### src/rtl/gex_consts.svh
// Constants for the guest event exit control block
`ifndef GEX_CONSTS_SVH
`define GEX_CONSTS_SVH
`define GEX_VEC_DF 5'h08
`define GEX_VEC_PF 5'h0e
`define GEX_VEC_BR 5'h05
`define GEX_VEC_OF 5'h04
`define GEX_VEC_BP 5'h03
`define GEX_RSN_EXC 16'h0000
`define GEX_RSN_EXT 16'h0001
`define GEX_RSN_TRIPLE 16'h0002
`define GEX_RSN_INIT 16'h0003
`define GEX_RSN_STARTUP_IPI_EVENT 16'h0004
`define GEX_RSN_NMI 16'h0000
`define GEX_BLK_STI 0
`define GEX_BLK_SS 1
`define GEX_BLK_SMI 2
`define GEX_BLK_NMI 3
`define GEX_INFO_VALID 31
`define GEX_ACK_TIMEOUT_NS 4000
`define GEX_CLK_NS 40
`define GEX_ACK_TIMEOUT_CYC (`GEX_ACK_TIMEOUT_NS / `GEX_CLK_NS)
`endif

### src/rtl/gex_pkg.sv
// Types for the guest event exit control block
package gex_pkg;
    typedef enum logic [1:0] {
        GEX_ROOT = 2'b00,
        GEX_GUEST = 2'b01,
        GEX_ACK = 2'b10
    } gex_state_t;

    typedef struct packed {
        logic [31:0] exc_mask;
        logic [31:0] pf_ec_mask;
        logic [31:0] pf_ec_match;
        logic ext_exit;
        logic nmi_exit;
        logic virt_nmi;
        logic ack_on_exit;
    } gex_ctrl_t;

    typedef struct packed {
        logic valid;
        logic [4:0] vector;
        logic [31:0] error_code;
    } gex_exc_t;

    typedef struct packed {
        logic valid;
        logic [15:0] reason;
        logic [31:0] info;
    } gex_exit_t;
endpackage

### src/rtl/gex_event_exit.sv
// Guest event exit decision, acknowledge and blocking-state tracking
`timescale 1ns/1ps
`include "gex_consts.svh"

module gex_event_exit (
    input wire logic sys_clk,
    input wire logic rst_b,
    input wire gex_pkg::gex_ctrl_t ctrl,
    input wire logic guest_entry,
    input wire logic [3:0] entry_blocking,
    input wire gex_pkg::gex_exc_t exc,
    input wire logic in_df_delivery,
    input wire logic ext_irq,
    input wire logic nmi_evt,
    input wire logic init_evt,
    input wire logic startup_ipi_event,
    input wire logic smm_active,
    input wire logic set_interrupt_flag_instr,
    input wire logic stack_segment_move_instr,
    input wire logic instr_retire,
    input wire logic system_mgmt_interrupt,
    input wire logic resume_from_mgmt_instr,
    input wire logic interrupt_return_instr,
    input wire logic host_if_set,
    input wire logic ack_done,
    input wire logic [7:0] ack_vector,
    output gex_pkg::gex_exit_t exit_out,
    output logic [3:0] exit_blocking,
    output logic in_guest,
    output logic interrupt_enable_flag,
    output logic deliver_guest,
    output logic [4:0] deliver_vector,
    output logic deliver_ext,
    output logic ack_req,
    output logic host_ack_req,
    output logic init_blocked,
    output logic vnmi_ready
);
    import gex_pkg::*;

    // ==========================================================
    // Decode
    gex_state_t state;
    gex_state_t next_state;
    logic [3:0] blocking;
    logic vnmi_blocked;
    logic pend_host_irq;
    logic [7:0] ack_cnt;
    logic guest_if;

    // Mask lookup by vector number
    function automatic logic mask_bit(input logic [31:0] m, input logic [4:0] v);
        return m[v];
    endfunction

    wire guest_run = (state == GEX_GUEST);
    wire ext_blocked = blocking[`GEX_BLK_STI] | blocking[`GEX_BLK_SS];
    wire nmi_block = blocking[`GEX_BLK_NMI] | blocking[`GEX_BLK_SS];
    wire pf_hit = ((exc.error_code & ctrl.pf_ec_mask) == ctrl.pf_ec_match);
    wire exc_sel = mask_bit(ctrl.exc_mask, exc.vector);
    // exception exit selection, covers instr traps too
    wire exc_exit_raw = (exc.vector == `GEX_VEC_PF) ? (exc_sel == pf_hit) : exc_sel;
    wire exc_exit = guest_run & exc.valid & exc_exit_raw;
    wire triple = guest_run & exc.valid & ~exc_exit_raw & in_df_delivery;
    // guest delivery through guest vector table
    wire exc_guest = guest_run & exc.valid & ~exc_exit_raw & ~in_df_delivery;
    wire ext_exit = guest_run & ext_irq & ctrl.ext_exit;
    wire ext_guest = guest_run & ext_irq & ~ctrl.ext_exit & guest_if & ~ext_blocked;
    // non-maskable pin control, virtual tracking forces exit
    wire nmi_exit = guest_run & nmi_evt & (ctrl.nmi_exit | ctrl.virt_nmi);
    wire init_exit = guest_run & init_evt;
    wire startup_ipi_event_exit = guest_run & startup_ipi_event;
    wire any_exit = exc_exit | triple | ext_exit | nmi_exit | init_exit | startup_ipi_event_exit;
    wire [15:0] reason = init_exit ? `GEX_RSN_INIT :
                         startup_ipi_event_exit ? `GEX_RSN_STARTUP_IPI_EVENT :
                         triple ? `GEX_RSN_TRIPLE :
                         nmi_exit ? `GEX_RSN_NMI :
                         exc_exit ? `GEX_RSN_EXC : `GEX_RSN_EXT;
    wire is_ext = ext_exit & ~init_exit & ~startup_ipi_event_exit & ~triple & ~nmi_exit & ~exc_exit;
    wire ack_timeout = (ack_cnt == 8'(`GEX_ACK_TIMEOUT_CYC));

    // Handshake outputs
    assign ack_req = (state == GEX_ACK);
    assign host_ack_req = (state == GEX_ROOT) & pend_host_irq & interrupt_enable_flag;
    assign init_blocked = (state != GEX_GUEST) | smm_active;
    assign in_guest = guest_run;
    assign exit_blocking = blocking;
    assign vnmi_ready = ctrl.virt_nmi & ~vnmi_blocked;

    // ==========================================================
    // State machine
    always_comb begin
        next_state = state;
        unique case (state)
            GEX_ROOT: begin
                if (guest_entry) begin
                    next_state = GEX_GUEST;
                end
            end
            GEX_GUEST: begin
                // acknowledge path, skip it when clear
                if (any_exit && is_ext && ctrl.ack_on_exit) begin
                    next_state = GEX_ACK;
                end else if (any_exit) begin
                    next_state = GEX_ROOT;
                end
            end
            GEX_ACK: begin
                if (ack_done || ack_timeout) begin
                    next_state = GEX_ROOT;
                end
            end
            default: next_state = GEX_ROOT;
        endcase
    end

    always_ff @(posedge sys_clk or negedge rst_b) begin
        if (!rst_b) begin
            state <= GEX_ROOT;
        end else begin
            state <= next_state;
        end
    end

    // Acknowledge wait counter
    always_ff @(posedge sys_clk or negedge rst_b) begin
        if (!rst_b) begin
            ack_cnt <= 8'h00;
        end else if (state == GEX_ACK) begin
            ack_cnt <= ack_cnt + 8'h01;
        end else begin
            ack_cnt <= 8'h00;
        end
    end

    // ==========================================================
    // Exit record
    always_ff @(posedge sys_clk or negedge rst_b) begin
        if (!rst_b) begin
            exit_out <= '0;
        end else if (state == GEX_GUEST && any_exit) begin
            exit_out.valid <= ~(is_ext & ctrl.ack_on_exit);
            exit_out.reason <= reason;
            exit_out.info <= (exc_exit & ~is_ext) ?
                {1'b1, 26'h0, exc.vector} : 32'h0;
        end else if (state == GEX_ACK && (ack_done || ack_timeout)) begin
            exit_out.valid <= 1'b1;
            exit_out.info <= ack_done ? {1'b1, 23'h0, ack_vector} : 32'h0;
        end else begin
            exit_out.valid <= 1'b0;
        end
    end

    // Guest delivery outputs
    always_ff @(posedge sys_clk or negedge rst_b) begin
        if (!rst_b) begin
            deliver_guest <= 1'b0;
            deliver_vector <= 5'h00;
            deliver_ext <= 1'b0;
        end else begin
            deliver_guest <= exc_guest & ~any_exit;
            deliver_vector <= exc.vector;
            deliver_ext <= ext_guest & ~any_exit;
        end
    end

    // ==========================================================
    // Interrupt enable flags
    always_ff @(posedge sys_clk or negedge rst_b) begin
        if (!rst_b) begin
            guest_if <= 1'b0;
            interrupt_enable_flag <= 1'b0;
            pend_host_irq <= 1'b0;
        end else begin
            if (set_interrupt_flag_instr && guest_run) begin
                guest_if <= 1'b1;
            end
            if (state == GEX_GUEST && any_exit && is_ext) begin
                interrupt_enable_flag <= 1'b0;
                pend_host_irq <= ~ctrl.ack_on_exit;
            end else if (host_if_set) begin
                interrupt_enable_flag <= 1'b1;
            end
            if (host_ack_req) begin
                pend_host_irq <= 1'b0;
            end
        end
    end

    // ==========================================================
    // Blocking state
    always_ff @(posedge sys_clk or negedge rst_b) begin
        if (!rst_b) begin
            blocking <= 4'h0;
        end else if (state == GEX_ROOT && guest_entry) begin
            blocking <= entry_blocking;
        end else if (guest_run) begin
            if (set_interrupt_flag_instr) begin
                blocking[`GEX_BLK_STI] <= 1'b1;
            end else if (instr_retire) begin
                blocking[`GEX_BLK_STI] <= 1'b0;
            end
            if (stack_segment_move_instr) begin
                blocking[`GEX_BLK_SS] <= 1'b1;
            end else if (instr_retire) begin
                blocking[`GEX_BLK_SS] <= 1'b0;
            end
            if (system_mgmt_interrupt) begin
                blocking[`GEX_BLK_SMI] <= 1'b1;
            end else if (resume_from_mgmt_instr) begin
                blocking[`GEX_BLK_SMI] <= 1'b0;
            end
            if (nmi_evt || system_mgmt_interrupt) begin
                blocking[`GEX_BLK_NMI] <= 1'b1;
            end else if (interrupt_return_instr || resume_from_mgmt_instr) begin
                blocking[`GEX_BLK_NMI] <= 1'b0;
            end
        end
    end

    always_ff @(posedge sys_clk or negedge rst_b) begin
        if (!rst_b) begin
            vnmi_blocked <= 1'b0;
        end else if (state == GEX_ROOT && guest_entry) begin
            vnmi_blocked <= entry_blocking[`GEX_BLK_NMI];
        end else if (guest_run && interrupt_return_instr) begin
            vnmi_blocked <= 1'b0;
        end else if (guest_run && nmi_block) begin
            vnmi_blocked <= 1'b1;
        end
    end

    // ==========================================================
    // Checks
    property p_ext_reason;
        @(posedge sys_clk) disable iff (!rst_b)
        (state == GEX_GUEST && is_ext && any_exit && !ctrl.ack_on_exit) |=>
            exit_out.valid && exit_out.reason == 16'h0001;
    endproperty
    a_ext_reason: assert property (p_ext_reason) else $error("bad ext reason");

    property p_init_exit;
        @(posedge sys_clk) disable iff (!rst_b)
        (state == GEX_GUEST && init_evt) |=> state != GEX_GUEST;
    endproperty
    a_init_exit: assert property (p_init_exit) else $error("init no exit");

    property p_ack_store;
        @(posedge sys_clk) disable iff (!rst_b)
        (state == GEX_ACK && ack_done) |=> exit_out.valid && exit_out.info[7:0] == $past(ack_vector);
    endproperty
    a_ack_store: assert property (p_ack_store) else $error("ack vector lost");

    property p_no_ack;
        @(posedge sys_clk) disable iff (!rst_b)
        (state == GEX_GUEST && any_exit && !ctrl.ack_on_exit) |=> !ack_req;
    endproperty
    a_no_ack: assert property (p_no_ack) else $error("unwanted ack");

    property p_if_clear;
        @(posedge sys_clk) disable iff (!rst_b)
        (state == GEX_GUEST && any_exit && is_ext) |=> !interrupt_enable_flag;
    endproperty
    a_if_clear: assert property (p_if_clear) else $error("flag not cleared");

    property p_entry_load;
        @(posedge sys_clk) disable iff (!rst_b)
        (state == GEX_ROOT && guest_entry) |=> exit_blocking == $past(entry_blocking);
    endproperty
    a_entry_load: assert property (p_entry_load) else $error("blocking not loaded");

    property p_init_blk;
        @(posedge sys_clk) disable iff (!rst_b)
        (state == GEX_ROOT || smm_active) |-> init_blocked;
    endproperty
    a_init_blk: assert property (p_init_blk) else $error("init not blocked");

    property p_ext_guest;
        @(posedge sys_clk) disable iff (!rst_b)
        (state == GEX_GUEST && ext_irq && !ctrl.ext_exit && !guest_if) |=> !deliver_ext;
    endproperty
    a_ext_guest: assert property (p_ext_guest) else $error("ext delivered masked");

    property p_exc_guest;
        @(posedge sys_clk) disable iff (!rst_b)
        (exc_guest && !any_exit) |=> deliver_guest && deliver_vector == $past(exc.vector);
    endproperty
    a_exc_guest: assert property (p_exc_guest) else $error("exc not delivered");
endmodule

### config.mk
export PLATFORM = sky130hd
export DESIGN_NAME = gex_event_exit
export DESIGN_NICKNAME = d
export VERILOG_FILES = /design/src/rtl/gex_pkg.sv /design/src/rtl/gex_event_exit.sv
export VERILOG_INCLUDE_DIRS = /design/src /design/src/rtl
export SDC_FILE = /design/constraint.sdc
export NUM_CORES = 1
export LEC_CHECK = 0
export BUFFER_PORTS_ARGS = -buffer_cell sky130_fd_sc_hd__buf_2
export CAP_MARGIN = 20
export CORE_AREA = 2 2 90 92
export DETAILED_ROUTE_END_ITERATION = 10
export DIE_AREA = 0 0 92 94
export HOLD_SLACK_MARGIN = 0.1
export PLACE_DENSITY = 0.8
export SYNTH_ARGS = -nofsm -noshare
export SYNTH_HDL_FRONTEND = slang
export SYNTH_SLANG_ARGS = --single-unit
### constraint.sdc
create_clock -name sys_clk -period 3.9 [get_ports sys_clk]
set_input_delay 0.195 -clock sys_clk [delete_from_list [all_inputs] [get_ports sys_clk]]
set_output_delay 0.195 -clock sys_clk [all_outputs]
set_load 0.01 [all_outputs]
Word-level counts from Yosys, hierarchy flattened. Cells that the tools add are included.

Add/sub/neg operators: 1. $lt $le $gt $ge: 1. Equality and inequality tests: 10. Muxes and demuxes: 36. Bitwise logic cells: 50. Reductions and logical operators: 27.

Operators by type and width (number): $mux 32 (4); $and 32x32->32 (1); $eq 32x32->1 (1); $and 1x1->1 (26); $mux 1 (20); $reduce_bool 3->1 (5); $not 1->1 (14); $mux 2 (5); $logic_and 1x1->1 (9); $or 1x1->1 (9); $add 8x1->8 const B (1); $eq 8x7->1 const B (1); $mux 4 (2); $mux 8 (1); $reduce_and 2->1 (4); $reduce_bool 2->1 (4); $lt 5x6->1 const B (1); $mux 3 (2); $pmux 2 s3 (1); $bmux 1 s5 (1); $eq 5x4->1 const B (1); $ne 2x1->1 const B (2); $logic_or 1x1->1 (3); $ne 3x1->1 const B (1); other kinds (6) (6).

Register bits: 74. Input bits: 167. Output and inout bits: 66. Logic and storage cells: 141.

Depth between registers and ports, before layout. Gate-level depths: netlist (run 1).

Depth in word-level cells: 16. Depth in mapped cells: 11.

Worst setup path after synthesis (run 1). OpenSTA, ideal clock, no wires.

Kind: input-to-reg. Start: in exc[0] (netlist bit). End: reg pend_host_irq. Library setup time: 125 ps. Arrival time: 1879 ps. Setup slack: 1896 ps. Cell stages on the path: 8. Path buffers: 0. Path through: nand2_1 > xor2_1 > nand4_1 > nor4_1 > a2111oi_4 > xor2_2 > o21ai_2 > mux2_4.

Word-level cells in the longest chain between the ends: 15. Elaborated cells between the ends (all ways): 21.

RTL lines: start, declared (RTL line gex_event_exit.sv:11) `input wire gex_pkg::gex_exc_t exc,`; $and 32x32->32 (*) (RTL line gex_event_exit.sv:59) `wire pf_hit = ((exc.error_code & ctrl.pf_ec_mask) == ctrl.pf_ec_match);`; $eq 32x32->1 (*) (RTL line gex_event_exit.sv:59); $eq 1x1->1 (*) (RTL line gex_event_exit.sv:62) `` wire exc_exit_raw = (exc.vector == `GEX_VEC_PF) ? (exc_sel == pf_hit) : exc_sel; ``; $mux 1 (*) (RTL line gex_event_exit.sv:62); $not 1->1 (RTL line gex_event_exit.sv:64) `wire triple = guest_run & exc.valid & ~exc_exit_raw & in_df_delivery;`; $and 1x1->1 (2 in a row) (RTL line gex_event_exit.sv:64); $or 1x1->1 (5 in a row) (RTL line gex_event_exit.sv:73) `wire any_exit = exc_exit | triple | ext_exit | nmi_exit | init_exit | startup_ipi_event_exit;`; $logic_and 1x1->1 (RTL line gex_event_exit.sv:178) `if (state == GEX_GUEST && any_exit && is_ext) begin`; $logic_and 1x1->1 (*) (RTL line gex_event_exit.sv:178); $reduce_bool 2->1 (no line) (*); end signal, assigned (RTL line gex_event_exit.sv:180) `pend_host_irq <= ~ctrl.ack_on_exit;`; end, declared (RTL line gex_event_exit.sv:47) `logic pend_host_irq;`.

Every way passes the cells marked *; elsewhere a longest branch is shown, timed or not. A chain may end at the register's enable or synchronous reset.

Worst setup path in the final report (run 1).
Start: in exc[34] (netlist bit). End: reg exit_out[32] (netlist bit).

Word-level cells in the longest chain between the ends: 13. Elaborated cells between the ends (all ways): 20.

RTL lines: $bmux 1 s5 (RTL line gex_event_exit.sv:53) `return m[v];`; $mux 1 (not written as such) (RTL line gex_event_exit.sv:53); $eq 1x1->1 (RTL line gex_event_exit.sv:62); $mux 1 (*) (RTL line gex_event_exit.sv:62); $not 1->1 (RTL line gex_event_exit.sv:64); $and 1x1->1 (2 in a row) (RTL line gex_event_exit.sv:64); $or 1x1->1 (5 in a row) (RTL line gex_event_exit.sv:73); $logic_and 1x1->1 (RTL line gex_event_exit.sv:141) `end else if (state == GEX_GUEST && any_exit) begin`; end, declared (RTL line gex_event_exit.sv:27) `output gex_pkg::gex_exit_t exit_out,`.

Every way passes the cells marked *; elsewhere a longest branch is shown, timed or not. The select of a mux whose other input is x is not followed.

==> results of run 1 <==
==> state kept, by name (all words and copies together) (netlist names) <==
name and cells:
ack_cnt 8, deliver_ext 1, deliver_guest 1, deliver_vector 5
exit_blocking 4, exit_out 13, guest_if 1, interrupt_enable_flag 1
pend_host_irq 1, state 2, vnmi_blocked 1
==> per-layer routing <==
layer,share of wire,wire length [µm],global-route usage,vias up
met4,0.020,192,0.0597,0
met3,0.088,829,0.0490,18
li1,-,-,-,1464
met5,0,0,0,-
met1,0.38,3580,0.253,1395
met2,0.51,4840,0.384,161
==> cells by family after synthesis <==
| family | Yosys count | synth area share |
|---|---|---|
| simple gates | 119 | 0.200 |
| compound gates | 57 | 0.146 |
| buf+inv | 54 | 0.126 |
| xor+xnor | 38 | 0.118 |
| flops | 38 | 0.329 |
| mux | 18 | 0.0714 |
| fa+ha+maj | 2 | 0.00866 |
| other cells | 1 | 0.00130 |
==> synthesized netlist by cell type, types with 2 or more instances <==
cell type  count
nand2_1       44
dfrtp_1       38
buf_4         36
xor2_1        36
nor2_1        26
nand4_1       14
a21oi_1       13
mux2i_1       12
a22oi_1       11
inv_1          8
a21o_1         7
nand3_1        7
clkbuf_1       5
nand2b_1       5
nor2b_1        5
a32o_1         4
o21ai_0        4
and2_1         3
mux2_2         3
nor4_1         3
o211ai_1       3
or3_1          3
a222oi_1       2
a22o_1         2
a31oi_1        2
and3_1         2
buf_1          2
buf_6          2
ha_1           2
mux2_4         2
nor3b_1        2
==> layout by cell type, fill, tap and decap left out, types with 4 or more instances in the layout <==
cell and instances:
a21o_1 7, nand2_1 44, nand3_1 7, nor2_1 26, dfrtp_1 38, dlygate4sd3_1 5
a22oi_1 11, o21ai_0 4, mux2i_1 12, a32o_1 4, clkbuf_8 6, nand2b_1 5
conb_1 36, buf_2 196, inv_1 8, xor2_1 36, nand4_1 14, a21oi_1 13
nor2b_1 5
==> stage by stage <==
stage	instances	total power, µW	utilization
after floorplan	362	950	-
after global placement	615	1180	0.500
after detailed placement	615	1190	0.500
after CTS	628	1480	0.519
after global routing	628	1570	0.519
final	628	1470	0.519
==> how the worst min path moves through the flow <==
stage,from,to,cells after the start
after floorplan,rst_b,ack_cnt[0]$_DFF_PN0_,0
after global placement,rst_b,ack_cnt[3]$_DFF_PN0_,1
after detailed placement,rst_b,ack_cnt[2]$_DFF_PN0_,1
after CTS,set_interrupt_flag_instr,guest_if$_DFFE_PN0P_,2
after global routing,set_interrupt_flag_instr,guest_if$_DFFE_PN0P_,2
final,set_interrupt_flag_instr,guest_if$_DFFE_PN0P_,2
==> power by group through the flow <==
| stage | Combinational [µW] | Sequential, µW | Clock [µW] |
|---|---|---|---|
| finish | 643 | 543 | 281 |
| global route | 710 | 557 | 300 |
| CTS | 647 | 543 | 287 |
| detailed placement | 641 | 548 | 0 |
| global placement | 629 | 548 | 0 |
| floorplan | 374 | 577 | 0 |
==> worst max-delay path: stages <==
cell           delay (ns)
dlygate4sd3_1        0.55
buf_2                0.17
nor2b_1              0.29
a22oi_1              0.14
o211ai_1             0.13
nand4_2              0.20
nor3b_1              0.21
mux2i_4              0.24
nand2_4              0.17
a221o_1              0.32
==> layout make-up <==
cell class              count  area, µm²
inverters                   8       30.0
repair buffers            202       1040
well taps                 102        128
clock buffers               7       86.3
flip-flops and latches     38        951
clock inverters             1       5.00
multi-input cells         270       1710
fillers                   736       3660
==> run_results.csv, run 1 <==
group,metric,value,unit
run_status,status,"finished, final reports clean",
logic_synthesis,synth-seq-area-share,0.329,
worst_setup_path,cp_max_fo,15,
drt,drc,0,
pwr,p_sw_frac,0.376,
drt,wl,9440,µm
floorplanning,rows,32,
place,hpwl,7980,µm
timing,holdWs,0.113,ns
drt,vias,3038,
timing,setup_tns,0,ns
clocking,clkSlewWorstSetupHoldPaths,0.07,ns
pwr,intPower,915,µW
cells_and_area,antenna_cells,0,
pwr,power_switching,552,µW
global_routing,grt_first_pass_wirelength,14400,µm
timing,worstMarginPinSlew,0.838,ns
logic_synthesis,yosysWarnings,0,
pwr,max-vdd-ir-drop,394,µV
pwr,p_per_area,372,nW/µm²
logic_synthesis,syn_area,2890,µm²
floorplanning,coreArea,7610,µm²
timing,max_freq,410,MHz
worst_setup_path,critPathRequiredTime,4.08,ns
worst_setup_path,cp-end-kind,"flop",
cells_and_area,nNetsFinal,694,
global_routing,gr-usage-all-layers,0.212,
clocking,postCtsSetupBuffers,0,
logic_synthesis,synthFlopType,"dfrtp_1",
timing,fin_ws,1.46,ns
pwr,leakage,0.00210,µW
timing,slew_violations,0,
logic_synthesis,yosys.area.top_type,"dfrtp_1",
logic_synthesis,synth_edf_count,0,
drt,wire_per_inst,15.0,µm
clocking,cts_tree,"built",
place,placed_area,3800,µm²
drt,postRouteAntennaNets,0,
drt,first_pass_iters,4,
min_path,hold_path.class,"in -> reg",
timing,setup_viol,0,
cells_and_area,drive_gt1_frac,0.409,
pwr,power.share.clock,0.191,
clocking,ctsHoldBuffers,5,
worst_setup_path,critical_path_class,"in -> reg",
clocking,clk_latency,0.30,ns
timing,min_period,2.44,ns
drt,drtIter0Drc,72,
cells_and_area,fin_area,3950,µm²
floorplanning,ios,233,
pwr,seq_power_share,0.370,
logic_synthesis,synthArstFlopShare,1.00,
worst_setup_path,setup.worst_path.start,"exc[34]",
logic_synthesis,ys_top_cells_by_area,"dfrtp_1, xor2_1, buf_4",
timing,clock-skew-final,0.00476,ns
pwr,power_frac_comb,0.438,
global_routing,grt_pass1_vias,3038,
floorplanning,initial_core_util,0.380,
logic_synthesis,synth_cell_types,50,
timing,rsz0062_at_grt,"no",
clocking,clock-root-buffer,"clkbuf_8",
clocking,clock_path_buffers,2,
worst_setup_path,r2r_start,"ack_cnt[0]$_DFF_PN0_",
timing,period_share,0.625,
drt,routed_via_density,4.84,
clocking,cts_resized,0,
floorplanning,fp.dieH,94,µm
run,maxCapViolCount,0,
worst_setup_path,r2r_slack,1.92,ns
place,place_ws,1.36,ns
floorplanning,die_w,92,µm
global_routing,grt_overflow_total,0,
logic_synthesis,yosysTopAreaCellShare,0.329,
worst_setup_path,start_kind,"input pin",
floorplanning,die_area,8650,µm²
global_routing,antenna_found_initial,0,
clocking,cts_made_buffers,5,
worst_setup_path,reg2reg_depth,8,
clocking,cts.sinks,38,
global_routing,grt_max_degree,39,
place,gp_congestion,0.966,
timing,hold_viol,0,
place,io_buffers,196,
logic_synthesis,synth-seq-cells,38,
worst_setup_path,rr_endpoint,"exit_out[1]$_DFFE_PN0P_",
logic_synthesis,synth.avg_cell_area,8.84,µm²
worst_setup_path,critical_path_arrival,2.62,ns
cells_and_area,syn_to_final_growth,36.5,%
worst_setup_path,crit_end,"exit_out[32]$_DFFE_PN0P_",
clocking,htreeDepth,2,
logic_synthesis,syn_inst,327,
timing,max-slew-margin-rel,0.441,
Note: power is estimated with default switching activity, not from simulation.
==> run 2: changes to the inputs <==
Settings changed: CORE_AREA 2 2 90 92 to default, CORE_MARGIN from default to 2, CORE_UTILIZATION from default to 36, DIE_AREA 0 0 92 94 to default.
Clock period 3.9 ns to 2.2 ns, I/O delays scaled along.
==> run 2 against run 1 <==
Compared with the run above: non-clock buffer count is 26 higher; routed wire length is 3.9% higher; sequential power is 76% higher; utilization is 2.6 points higher; hold slack better by 0.0091 ns; die area is 1.3% higher; via count is 3.8% higher; register-to-register slack worse by 1.8 ns; combinational power is 93% higher; flip-flop and latch count stayed put; critical path type unchanged.
==> run_results.csv, run 2 (synthesis gave the netlist of run 1 again) <==
group,metric,value,unit
worst_setup_path,critPathTopFamily,"buffers and inverters",
min_path,hold_path.class,"in -> reg",
timing,slew_violations,0,
pwr,power,2810,µW
drt,first_pass_iters,5,
pwr,leakage,0.00223,µW
global_routing,grt_overflow_total,0,
floorplanning,coreArea,7770,µm²
cells_and_area,final_cell_mix,"buf_2, nand2_1, dfrtp_1, xor2_1, conb_1",
cells_and_area,top_regs,"exit_out x13, ack_cnt x8, deliver_vector x5",
worst_setup_path,worstPathCellList,"dlygate4sd3_1, buf_2, nand2b_1, a21oi_1, nand3_1, nand4_4, nor3b_2, mux2i_4, buf_4, a21o_1, a22oi_1",
pwr,max-vdd-ir-drop,638,µV
place,gp_congestion,0.959,
cells_and_area,postLayoutCoreUtil,0.545,
worst_setup_path,critical_path_class,"in -> reg",
global_routing,grt_max_degree,39,
clocking,clock-root-buffer,"clkbuf_8",
cells_and_area,largest_reg_flops,13,
clocking,postCtsSetupBuffers,0,
cells_and_area,mostFrequentLayoutCell,"buf_2",
timing,worstMarginPinSlew,0.863,ns
timing,clock-skew-final,0.00718,ns
timing,period_share,0.958,
cells_and_area,nNetsFinal,720,
drt,vias,3153,
clocking,htreeDepth,2,
global_routing,grt_pass1_vias,3214,
drt,wire_per_inst,15.0,µm
drt,routed_via_density,4.82,
worst_setup_path,cp-end-kind,"flop",
run,maxCapViolCount,0,
timing,max_freq,475,MHz
worst_setup_path,critPathRequiredTime,2.40,ns
timing,rsz0062_at_grt,"no",
timing,setup_viol,0,
pwr,p_per_area,663,nW/µm²
drt,postRouteAntennaNets,0,
clocking,cts_made_buffers,5,
timing,hold_viol,0,
worst_setup_path,start_kind,"input pin",
clocking,clkSlewWorstSetupHoldPaths,0.07,ns
worst_setup_path,path_buf_inv,3,
cells_and_area,largest-register,"exit_out",
floorplanning,rows,32,
clocking,clk_latency,0.29,ns
drt,drtIter0Drc,73,
floorplanning,ios,233,
timing,fin_ws,0.0931,ns
clocking,cts_tree,"built",
worst_setup_path,critical_path_arrival,2.31,ns
floorplanning,initial_core_util,0.372,
place,hpwl,7950,µm
timing,min_period,2.11,ns
worst_setup_path,cp_slowest_cell,"dlygate4sd3_1",
drt,wl,9810,µm
drt,drc,0,
floorplanning,die_w,93.6,µm
timing,max-slew-margin-rel,0.425,
floorplanning,die_area,8760,µm²
worst_setup_path,cp_max_fo,6,
place,io_buffers,196,
floorplanning,fp.dieH,93.6,µm
global_routing,antenna_found_initial,1,
cells_and_area,drive_gt1_frac,0.414,
global_routing,gr-usage-all-layers,0.215,
place,place_ws,-0.0534,ns
cells_and_area,syn_to_final_growth,46.5,%
clocking,cts.sinks,38,
run_status,status,"finished, final reports clean",
clocking,clock_path_buffers,2,
worst_setup_path,cp_slowest_stage_delay,0.52,ns
global_routing,grt_first_pass_wirelength,14800,µm
==> run 2: layout make-up <==
type,count,area [µm²]
flip-flops and latches,38,951
well taps,102,128
clock buffers,6,82.6
repair buffers,228,1280
clock inverters,1,30.0
inverters,8,30.0
fillers,714,3530
multi-input cells,270,1730
diodes,1,2.50
==> run 2: final timing paths <==
check | start | end | slack, ns | cells past startpoint
min | ext_irq | deliver_ext$_DFF_PN0_ | 0.12 | 2
max in group asynchronous | rst_b | deliver_vector[0]$_DFF_PN0_ | 1.18 | 2
max | exc[35] | exit_out[0]$_DFFE_PN0P_ | 0.09 | 11
max reg2reg | ack_cnt[0]$_DFF_PN0_ | exit_out[0]$_DFFE_PN0P_ | 0.15 | 8
min reg2reg | guest_if$_DFFE_PN0P_ | guest_if$_DFFE_PN0P_ | 0.47 | 1
min in group asynchronous | rst_b | ack_cnt[3]$_DFF_PN0_ | 0.46 | 2
==> run 2: metal layers <==
layer	vias to the layer above	routed length, µm	track usage
met4	0	273	0.0797
li1	1513	-	-
met1	1468	3650	0.235
met2	147	5120	0.403
met3	25	769	0.0451
met5	-	0	0
==> run 2: where the power goes <==
group | switching (µW) | total [µW] | internal, µW
sequential | 94.8 | 957 | 862
combinational | 661 | 1240 | 578
clock | 248 | 611 | 363
==> run 2: per-stage QoR <==
step	hold WS (ns)	std cells	cell area (µm²)	TNS [ns]
after floorplan	-0.186	362	3020	0
after global placement	0.256	626	3900	-0.221
after global routing	0.125	654	4230	0
after CTS	0.112	653	4210	0
after detailed placement	0.265	626	3900	-0.200
final	0.122	654	4230	0
==> run 2: what timing repair did <==
action,in CTS,in global routing
endpoints found under the setup margin,0,7
hold buffers,20,0
gates resized for setup,0,3
endpoints found under the hold margin,55,0
